==> src/rtl/samc_pkg.sv <==
/*
 * Shared constants and types for the sleep and airplane mode controller.
 * Assumes a single 10 MHz clock and a synchronous active-high reset.
 */
package samc_pkg;

    // =========================================================================
    // Clock and timing
    // =========================================================================
    localparam int unsigned CLK_HZ        = 10000000;
    localparam int unsigned WAKE_PULSE_US = 1;
    localparam int unsigned WAKE_PULSE_CYC =
        (WAKE_PULSE_US * (CLK_HZ / 1000000) > 0) ? WAKE_PULSE_US * (CLK_HZ / 1000000) : 1;

    // =========================================================================
    // APB register offsets (byte addresses)
    // =========================================================================
    localparam logic [7:0] OFF_CTRL   = 8'h00;
    localparam logic [7:0] OFF_STATUS = 8'h04;
    localparam logic [7:0] OFF_SUPPLY = 8'h08;

    // =========================================================================
    // Control register fields
    // =========================================================================
    localparam int unsigned CTRL_SLEEP_EN   = 0;
    localparam int unsigned CTRL_SENSE_POL  = 1;
    localparam int unsigned CTRL_RADIO_PIN  = 2;
    localparam int unsigned CTRL_LEVEL_LSB  = 4;
    localparam int unsigned CTRL_PATH_LSB   = 8;
    localparam int unsigned CTRL_REPORT     = 12;
    localparam int unsigned CTRL_POWER_DOWN = 13;
    localparam int unsigned CTRL_RADIO_CMD  = 14;

    // =========================================================================
    // Reset values and encodings
    // =========================================================================
    localparam logic [2:0] LEVEL_MIN      = 3'h0;
    localparam logic [2:0] LEVEL_FULL     = 3'h1;
    localparam logic [2:0] LEVEL_AIRPLANE = 3'h4;

    typedef enum logic [1:0] {
        PATH_UART    = 2'b00,
        PATH_USB_RWK = 2'b01,
        PATH_USB_RI  = 2'b10,
        PATH_USB_VB  = 2'b11
    } samc_path_t;

    typedef enum logic [2:0] {
        ST_NORMAL  = 3'b000,
        ST_SLEEP   = 3'b001,
        ST_MINFUNC = 3'b010,
        ST_AIRPL   = 3'b011,
        ST_DOWN    = 3'b100
    } samc_state_t;

endpackage

==> src/rtl/samc_link_if.sv <==
/*
 * Pins between the module end and the host end.
 * Assumes both ends share clk; the bench joins them through this interface.
 */
`timescale 1ns/1ps
interface samc_link_if;
    logic dtr;          // Host drives, high allows sleep
    logic radioOff_n;   // Radio-disable pin, pulled up when undriven
    logic hostSleep;    // Host sleep sense, polarity configured
    logic vbus;         // USB bus power from host
    logic usbSuspend;   // Host bus in suspend
    logic usbData;      // Host sends data over USB
    logic ring;         // Ring indicator to host
    logic remoteWake;   // USB remote wake signalling

    modport dev  (input dtr, radioOff_n, hostSleep, vbus, usbSuspend, usbData,
                  output ring, remoteWake);
    modport host (output dtr, radioOff_n, hostSleep, vbus, usbSuspend, usbData,
                  input ring, remoteWake);
endinterface

==> src/rtl/samc_device.sv <==
/*
 * Module end: mode controller deciding sleep, minimum function, airplane
 * and power-down, with wake signalling to the host.
 * Assumes link pins are asynchronous and pass three flip-flops each.
 */
// Chosen here: the register addresses and the APB interface to the registers.
//
// Operation
// - UART sleep needs enable and DTR high
// - DTR low wakes the module
// - Pending report asserts ring on UART (here only while host sense reads asleep)
// - Host sense sampled with configurable polarity
// - USB sleep needs enable, DTR high, suspend
// - USB data from host wakes module
// - Remote wake signalled when host supports it
// - Without remote wake, ring wakes host
// - VBUS removal allows sleep, restore wakes
// - Airplane disables radio, rejects radio commands
// - Radio-disable pin low selects airplane mode
// - Radio pin control off until enabled
// - Levels 0, 1 default, 4 accepted
// - Level changes leave positioning untouched
// - Minimum function disables radio and SIM
// - Sleep keeps network reception alive
// - Power-down cuts internal supply and interface
// - Host cuts supply only after shutdown
// - Baseband supply reported on query
`timescale 1ns/1ps
module samc_device (
    input  wire logic                 clk,
    input  wire logic                 srst,
    samc_link_if.dev                  link,
    input  wire logic [7:0]           paddr,
    input  wire logic                 psel,
    input  wire logic                 penable,
    input  wire logic                 pwrite,
    input  wire logic [31:0]          pwdata,
    output logic      [31:0]          prdata,
    output logic                      pready,
    output logic                      pslverr,
    input  wire logic [11:0]          supplyLevel,
    output logic                      radioOn,
    output logic                      simOn,
    output logic                      gnssOn,
    output logic                      asleep,
    output logic                      coreOn,
    output logic                      serialOn,
    output logic                      rxAlive
);
    import samc_pkg::*;

    // =========================================================================
    // State
    // =========================================================================
    typedef struct packed {
        logic [2:0]  dtrS;
        logic [2:0]  radS;
        logic [2:0]  senS;
        logic [2:0]  vbS;
        logic [2:0]  susS;
        logic [2:0]  datS;
        logic        dtr;
        logic        radOff_n;
        logic        sense;
        logic        vbus;
        logic        susp;
        logic        data;
        logic        sleepEn;
        logic        sensePol;
        logic        radioPinEn;
        logic [2:0]  level;
        samc_path_t  path;
        logic        report;
        logic        powerDown;
        logic        cmdReject;
        samc_state_t st;
        logic        ring;
        logic        rwake;
        logic [31:0] prdata;
        logic        pready;
        logic        pslverr;
        logic        radioOn;
        logic        simOn;
        logic        asleep;
        logic        coreOn;
    } samc_dev_t;

    samc_dev_t r;
    samc_dev_t next_r;

    // Filtered level follows only when second and third stage agree
    function automatic logic settle(input logic [2:0] s, input logic prev);
        settle = (s[1] == s[2]) ? s[2] : prev;
    endfunction

    logic hostAsleep;
    logic sleepOk;
    logic wake;
    logic radioPinAir;

    always_comb begin
        next_r = r;
        // Three-stage synchronisers; stage 0 feeds only stage 1
        next_r.dtrS = {r.dtrS[1:0], link.dtr};
        next_r.radS = {r.radS[1:0], link.radioOff_n};
        next_r.senS = {r.senS[1:0], link.hostSleep};
        next_r.vbS  = {r.vbS[1:0],  link.vbus};
        next_r.susS = {r.susS[1:0], link.usbSuspend};
        next_r.datS = {r.datS[1:0], link.usbData};
        next_r.dtr      = settle(r.dtrS, r.dtr);
        next_r.radOff_n = settle(r.radS, r.radOff_n);
        next_r.sense    = settle(r.senS, r.sense);
        next_r.vbus     = settle(r.vbS, r.vbus);
        next_r.susp     = settle(r.susS, r.susp);
        next_r.data     = settle(r.datS, r.data);

        hostAsleep  = r.sense ^ r.sensePol;
        radioPinAir = r.radioPinEn && !r.radOff_n;

        // Preconditions of the selected host path, all at once
        case (r.path)
            PATH_UART: sleepOk = r.sleepEn && r.dtr;
            PATH_USB_VB: sleepOk = r.sleepEn && r.dtr && !r.vbus;
            default: sleepOk = r.sleepEn && r.dtr && r.susp;
        endcase
        // Any wake condition of the path
        case (r.path)
            PATH_UART: wake = !r.dtr;
            PATH_USB_VB: wake = !r.dtr || r.vbus;
            default: wake = !r.dtr || r.data || !r.susp;
        endcase

        // Mode sequencing; power-down is final until reset
        case (r.st)
            ST_DOWN: next_r.st = ST_DOWN;
            default: begin
                if (r.powerDown) begin
                    next_r.st = ST_DOWN;
                end else if (r.level == LEVEL_MIN) begin
                    next_r.st = ST_MINFUNC;
                end else if (r.level == LEVEL_AIRPLANE || radioPinAir) begin
                    next_r.st = ST_AIRPL;
                end else if (r.st == ST_SLEEP) begin
                    next_r.st = wake ? ST_NORMAL : ST_SLEEP;
                end else begin
                    next_r.st = (sleepOk && !wake) ? ST_SLEEP : ST_NORMAL;
                end
            end
        endcase

        // Host wake signalling for a pending report
        next_r.ring  = 1'b0;
        next_r.rwake = 1'b0;
        if (r.report && r.st != ST_DOWN) begin
            if (r.path == PATH_USB_RWK) begin
                next_r.rwake = r.susp;
            end else begin
                next_r.ring = (r.path == PATH_UART) ? hostAsleep : 1'b1;
            end
        end

        next_r.radioOn = (next_r.st == ST_NORMAL) || (next_r.st == ST_SLEEP);
        next_r.simOn   = (next_r.st != ST_MINFUNC) && (next_r.st != ST_DOWN);
        next_r.asleep  = (next_r.st == ST_SLEEP);
        next_r.coreOn  = (next_r.st != ST_DOWN);

        // APB slave, one wait-free access phase
        next_r.pready  = 1'b0;
        next_r.pslverr = 1'b0;
        if (psel && !penable && r.st != ST_DOWN) begin
            next_r.pready = 1'b1;
            next_r.prdata = 32'h0;
            case (paddr)
                OFF_CTRL: begin
                    if (pwrite) begin
                        next_r.sleepEn    = pwdata[CTRL_SLEEP_EN];
                        next_r.sensePol   = pwdata[CTRL_SENSE_POL];
                        next_r.radioPinEn = pwdata[CTRL_RADIO_PIN];
                        // Only levels 0, 1 and 4 are taken; others are refused
                        if (pwdata[CTRL_LEVEL_LSB +: 3] == LEVEL_MIN
                            || pwdata[CTRL_LEVEL_LSB +: 3] == LEVEL_FULL
                            || pwdata[CTRL_LEVEL_LSB +: 3] == LEVEL_AIRPLANE) begin
                            next_r.level = pwdata[CTRL_LEVEL_LSB +: 3];
                        end else begin
                            next_r.pslverr = 1'b1;
                        end
                        next_r.path      = samc_path_t'(pwdata[CTRL_PATH_LSB +: 2]);
                        next_r.report    = pwdata[CTRL_REPORT];
                        next_r.powerDown = pwdata[CTRL_POWER_DOWN];
                        // Radio-dependent command refused without radio
                        if (pwdata[CTRL_RADIO_CMD] && !r.radioOn) begin
                            next_r.cmdReject = 1'b1;
                            next_r.pslverr   = 1'b1;
                        end
                    end else begin
                        // Read-back mirrors the write layout, except the radio command bit, which reads 0
                        next_r.prdata = {18'h0, r.powerDown, r.report, 2'b0,
                                         2'(r.path), 1'b0, r.level, 1'b0,
                                         r.radioPinEn, r.sensePol, r.sleepEn};
                    end
                end
                OFF_STATUS: begin
                    if (!pwrite) begin
                        next_r.prdata = {22'h0, r.cmdReject, hostAsleep, r.radOff_n,
                                         r.vbus, r.susp, r.dtr, 1'b0, 3'(r.st)};
                        next_r.cmdReject = 1'b0;  // Cleared by reading
                    end
                end
                OFF_SUPPLY: begin
                    if (!pwrite) begin
                        next_r.prdata = {20'h0, supplyLevel};
                    end
                end
                default: next_r.pslverr = 1'b1;
            endcase
        end
    end

    // =========================================================================
    // Register update
    // =========================================================================
    always_ff @(posedge clk) begin
        if (srst) begin
            r            <= '0;
            r.dtrS       <= 3'h7;
            r.radS       <= 3'h7;
            r.dtr        <= 1'b1;
            r.radOff_n   <= 1'b1;
            r.level      <= LEVEL_FULL;
            r.path       <= PATH_UART;
            r.st         <= ST_NORMAL;
            r.radioOn    <= 1'b1;
            r.simOn      <= 1'b1;
            r.coreOn     <= 1'b1;
        end else begin
            r <= next_r;
        end
    end

    assign link.ring       = r.ring;
    assign link.remoteWake = r.rwake;
    assign prdata   = r.prdata;
    assign pready   = r.pready;
    assign pslverr  = r.pslverr;
    assign radioOn  = r.radioOn;
    assign simOn    = r.simOn;
    assign gnssOn   = r.coreOn;
    assign asleep   = r.asleep;
    assign coreOn   = r.coreOn;
    assign serialOn = r.coreOn;
    assign rxAlive  = r.radioOn;
endmodule

==> src/flat_wrapper.sv <==
// flat-port wrapper written by rule: the top's interface ports become plain ports
module samc_device_flat import samc_pkg::*;
  (clk, srst, paddr, psel, penable, pwrite, pwdata, prdata, pready, pslverr, supplyLevel, radioOn, simOn, gnssOn, asleep, coreOn, serialOn, rxAlive, link_dtr, link_radioOff_n, link_hostSleep, link_vbus, link_usbSuspend, link_usbData, link_ring, link_remoteWake);
  samc_link_if link_i ();
  input  wire logic clk;
  input  wire logic srst;
  input  wire logic [7:0] paddr;
  input  wire logic psel;
  input  wire logic penable;
  input  wire logic pwrite;
  input  wire logic [31:0] pwdata;
  output logic      [31:0] prdata;
  output logic pready;
  output logic pslverr;
  input  wire logic [11:0] supplyLevel;
  output logic radioOn;
  output logic simOn;
  output logic gnssOn;
  output logic asleep;
  output logic coreOn;
  output logic serialOn;
  output logic rxAlive;
  input wire logic [$bits(link_i.dtr)-1:0] link_dtr;
  input wire logic [$bits(link_i.radioOff_n)-1:0] link_radioOff_n;
  input wire logic [$bits(link_i.hostSleep)-1:0] link_hostSleep;
  input wire logic [$bits(link_i.vbus)-1:0] link_vbus;
  input wire logic [$bits(link_i.usbSuspend)-1:0] link_usbSuspend;
  input wire logic [$bits(link_i.usbData)-1:0] link_usbData;
  output wire logic [$bits(link_i.ring)-1:0] link_ring;
  output wire logic [$bits(link_i.remoteWake)-1:0] link_remoteWake;
  assign link_i.dtr = link_dtr;
  assign link_i.radioOff_n = link_radioOff_n;
  assign link_i.hostSleep = link_hostSleep;
  assign link_i.vbus = link_vbus;
  assign link_i.usbSuspend = link_usbSuspend;
  assign link_i.usbData = link_usbData;
  assign link_ring = link_i.ring;
  assign link_remoteWake = link_i.remoteWake;
  samc_device u_core (.clk(clk), .srst(srst), .link(link_i), .paddr(paddr), .psel(psel), .penable(penable), .pwrite(pwrite), .pwdata(pwdata), .prdata(prdata), .pready(pready), .pslverr(pslverr), .supplyLevel(supplyLevel), .radioOn(radioOn), .simOn(simOn), .gnssOn(gnssOn), .asleep(asleep), .coreOn(coreOn), .serialOn(serialOn), .rxAlive(rxAlive));
endmodule
==> config.mk <==
export PLATFORM = sky130hd
export DESIGN_NAME = samc_device_flat
export DESIGN_NICKNAME = d
export VERILOG_FILES = /design/src/rtl/samc_pkg.sv /design/src/rtl/samc_link_if.sv /design/src/rtl/samc_device.sv /design/src/flat_wrapper.sv
export SDC_FILE = /design/constraint.sdc
export NUM_CORES = 1
export LEC_CHECK = 0
export BUFFER_PORTS_ARGS = -buffer_cell sky130_fd_sc_hd__buf_2
export CORE_ASPECT_RATIO = 0.7
export CORE_UTILIZATION = 43
export DETAILED_ROUTE_END_ITERATION = 10
export PLACE_DENSITY = 0.75
export SYNTH_ARGS = -nofsm -noshare
export SYNTH_HDL_FRONTEND = slang
export SYNTH_SLANG_ARGS = --single-unit
==> constraint.sdc <==
create_clock -name clk -period 2.33 [get_ports clk]
set_clock_uncertainty 0.1 [all_clocks]
set_input_delay 0.466 -clock clk [delete_from_list [all_inputs] [get_ports clk]]
set_output_delay 0.466 -clock clk [all_outputs]
set_load 0.02 [all_outputs]
### After elaboration in Yosys (flattened, before gate mapping)

Index checks and enable logic that the tools add are counted.

* register bits after elaboration: 78
* input port bits: 63
* output and inout port bits: 43
* word-level logic and storage cells: 116

* equal/unequal tests: 22
* mux-type cells: 23
* bitwise operators: 4
* reduce and logical (&&, ||, !) cells: 37

Operator list (number)
* $pmux W14 S3: 1
* $mux W3: 5
* $mux W14: 1
* $mux W12: 1
* $logic_and A1 B1 Y1: 10
* $mux W10: 1
* $eq A3 B1 Y1 const B: 3
* $eq A3 B3 Y1 const B: 3
* $logic_not A3 Y1: 3
* $mux W1: 9
* $eq A8 B3 Y1 const B: 1
* $eq A8 B4 Y1 const B: 1
* $logic_not A8 Y1: 1
* $pmux W1 S2: 4
* $logic_not A1 Y1: 7
* $logic_or A1 B1 Y1: 7
* $eq A1 B1 Y1: 6
* $ne A3 B3 Y1 const B: 2
* $reduce_or A3 Y1: 2
* $reduce_and A5 Y1: 1
* $ne A2 B2 Y1 const B: 2
* $reduce_and A4 Y1: 1
* $reduce_or A2 Y1: 2
* $ne A3 B2 Y1 const B: 1
* other kinds (9): 11

### Longest topological paths before layout

* word-level depth: 14
* depth in mapped cells: 7
* gate-level depth less buffers: 6

### Worst setup path after synthesis

No wires, ideal clock.

* kind: input to register
* from: input port paddr[1]
* to: register u_core.r[49] (netlist bit)
* library setup time: 0.127 ns
* data arrival time: 2.005 ns
* required time: 2.103 ns
* slack: 0.098 ns
* cell stages on the path: 6
* cells stage by stage: or4_4 > buf_6 > or4_4 > buf_6 > a211oi_2 > nor3b_1

* longest elaborated chain between the ends: 2

RTL lines
* from (decl): RTL line flat_wrapper.sv:7 `input wire logic [7:0] paddr;`
* $logic_not A8 Y1: RTL line samc_device.sv:173 `case (paddr)`
* $reduce_and A4 Y1 (no line)
* to (signal assigned): RTL line samc_device.sv:236 `r <= next_r;`
* to (decl): RTL line samc_device.sv:88 `samc_dev_t r;`

Every way passes these cells.
A chain may end at the register's enable or synchronous reset.

### Worst setup path after layout

Ends and elaborated chain as after synthesis.

==> results.md <==
- Unrepaired setup endpoints after global routing: no
- CP delay by family, top: simple AND/OR/NAND/NOR gates
- Asr flop ratio synth: 0%
- Hold Crit Class: in -> reg
- Total internal power: around 0.0016 W
- Sequential-to-total area share from yosys stat: 45.7%
- Most common cell in the netlist: dfxtp_1
- Drt total wl: 5.45 mm
- Vias in the first global route: 1795
- Number of CTS-inserted buffers: 9
- Largest net degree at the start of global routing: 57
- CTS Buffer Depth: 2
- Synth area leader: dfxtp_1
- DR pass1 iterations: 4
- #FFs+latches synth: 60
- Clock share of power: a little over two fifths
- Biggest register: u_core.r
- Top-area cell type share of the netlist area: a little under half
- Slew of the pin with the lowest slew margin: 768 ps
- Initial core utilization: 45.2%
- Arrival time worst endpoint: 2000 ps
- Yosys cell types: 47
- Worst vdd ir: 0.331 mV
- Worst skew pair latency: 330 ps
- Total GRT Usage: roughly 18%
- Die area: 6430 sq um
- Commonest cells in the netlist: dfxtp_1 (60), buf_4 (35), nor2_1 (24)
- 1st-iter DRT viols: ~140
- Net switching power: 0.000465 W
- Core Area: 5810 sq um
- Slew Viols, Final: 0
- Sw Ratio: 22.1%
- Critical path class: in -> reg
- DIE HEIGHT: between 60 and 70 um
- Maximum level of the CTS H-tree: 3
- Crit path required time: 2430 ps
- Vias per cell: roughly 4.9
- Sequential share of power: 49.6%
- Setup TNS: 0 ps
- Fmax: 0.525 GHz
- PortBufs: 66
- Share of post-route cells with drive strength above 1: 32.4%
- Buf/Inv on CP: 1
- # rows: 23
- Max Cap Viol: 0
- Synth-to-Final Area Change: 16.5%
- Tcrit/Tclk final: 81.7%
- CP max stage delay: 610 ps
- Power share of the combinational group: 6.5%
- Root Buffer: clkbuf_8
- Crit path capture type: register
- Worst path slowest cell: or4_4
- I/O pin count: 106
- Area contributors post-synth: dfxtp_1 (46%), buf_4 (10%), a21oi_1 (3.8%)
- Post-CTS setup buffers: 0
- Most frequent CP cell: or4_4
- Worst setup SP type: input pin
- Clock sink total: 60
- Number of nets with antenna violations after routing: 0
- Diodes inserted: 0
- Clk pin slew, worst setup/hold paths: approximately 60 ps
- WL/cell: between 10 and 15 um
- Final hold slack: 213 ps
- Number of flip-flops under the largest register name: 26
- Final net count: around 400
- Post-synth EDFFs: 0
- Final HPWL DP: 4.07 mm
- Hold-fix buffers, CTS: 0
- PwrDens: 688 nW/um^2
- TritonCTS clock tree: built
- Post-Syn Area: 2630 sq um
- Initial antenna violation count: 0
- Routability cong.: 0.812
- DRC viols: 0
- Vias: between 2000 and 2500
- Final Hold Viols: 0
- Synth warn: 0
- Static leakage: 1.28 nW
- Grt ovf: 0
- First-pass GRT wire length: 8.22 mm
- Avg Cell Area, Syn: 9.39 sq um
- DIE WIDTH: 95.5 um
- Status: completed
- Slew HR: 48.7%
- # setup viols final: 0
- Post-CTS resize count: 0
- CP cell instances: buf_2 -> or4_4 -> or4_4 -> a211oi_2 -> nor3b_1
- Fin crit period: 1900 ps
- Most used flip-flop cell after synthesis: dfxtp_1
- Gate count of the mapped netlist: 280
- Max FO, Critical Path: 9
final timing paths:
check / startpoint / to / slack (ps) / cells past startpoint
max: paddr[1] / u_core.r[49]$_SDFFE_PP0P_ / 430 / 5
min: link_radioOff_n / u_core.next_r[73]$_SDFF_PP1_ / 210 / 2
max reg2reg: u_core.r[42]$_SDFF_PP0_ / u_core.prdata[7]$_SDFFE_PP0P_ / 530 / 5
min reg2reg: u_core.next_r[76]$_SDFF_PP1_ / u_core.next_r[77]$_SDFF_PP1_ / 310 / 1
final cells by class:
class                   instances  area (sq um)
clock inverters                 4          47.5
repair buffers                 76           405
well taps                      75          93.8
multi-input cells             184          1140
fillers                       565          2750
flip-flops and latches         60          1200
clock buffers                  12           155
inverters                       4          15.0
logic make-up after synthesis:
group | count (synthesis) | synth area share (%)
AND/OR/NAND/NOR | 94 | 20.8
AO/OA/AOI/OAI | 61 | 15.8
flip-flops | 60 | 45.7
buffers and inverters | 53 | 13.2
multiplexers | 7 | 2.67
adder cells (fa/ha/maj) | 3 | 1.43
other | 1 | 0.143
XOR/XNOR | 1 | 0.333
cell usage in the layout (no fill, tap or decap), drive strengths merged, types with 4 or more instances in the layout:
master | Yosys | final
a211oi | 5 | 5
a21oi | 20 | 20
a22oi | 8 | 8
a32oi | 5 | 5
buf | 40 | 76
clkbuf | 9 | 12
conb | 1 | 18
dfxtp | 60 | 60
inv | 4 | 4
mux2i | 7 | 7
nand2 | 22 | 22
nor2 | 24 | 24
nor2b | 15 | 15
nor3 | 4 | 4
o21ai | 7 | 7
o2bb2ai | 7 | 7
or2 | 9 | 9
metal layers:
metal	GRT usage (%)	wire (um)	up-vias
li1	-	-	1023
met1	22.8	2650	946
met2	26.2	2420	57
met3	8.78	320	8
met4	3.73	55	0
met5	0	0	-
through the flow:
stage	setup WS [ps]	power, W	area (sq um)	util, %	cells
2_1_floorplan	97.7	0.00118	2690	-	297
3_3_place_gp	100	0.00120	2860	49.2	399
3_5_place_dp	88.1	0.00121	2860	49.2	399
4_1_cts	449	0.00213	3060	52.7	415
5_1_grt	412	0.00220	3060	52.7	415
6_report	426	0.00211	3060	52.7	415
power by group through the flow:
stage | sequential, W | clock, W | combinational (W)
floorplan | 0.00107 | 0 | 0.000107
finish | 0.00105 | 0.000924 | 0.000138
global placement | 0.00107 | 0 | 0.000137
detailed placement | 0.00107 | 0 | 0.000137
global route | 0.00105 | 0.00100 | 0.000150
CTS | 0.00105 | 0.000946 | 0.000138
No activity file was read; power rests on OpenSTA's default activity.
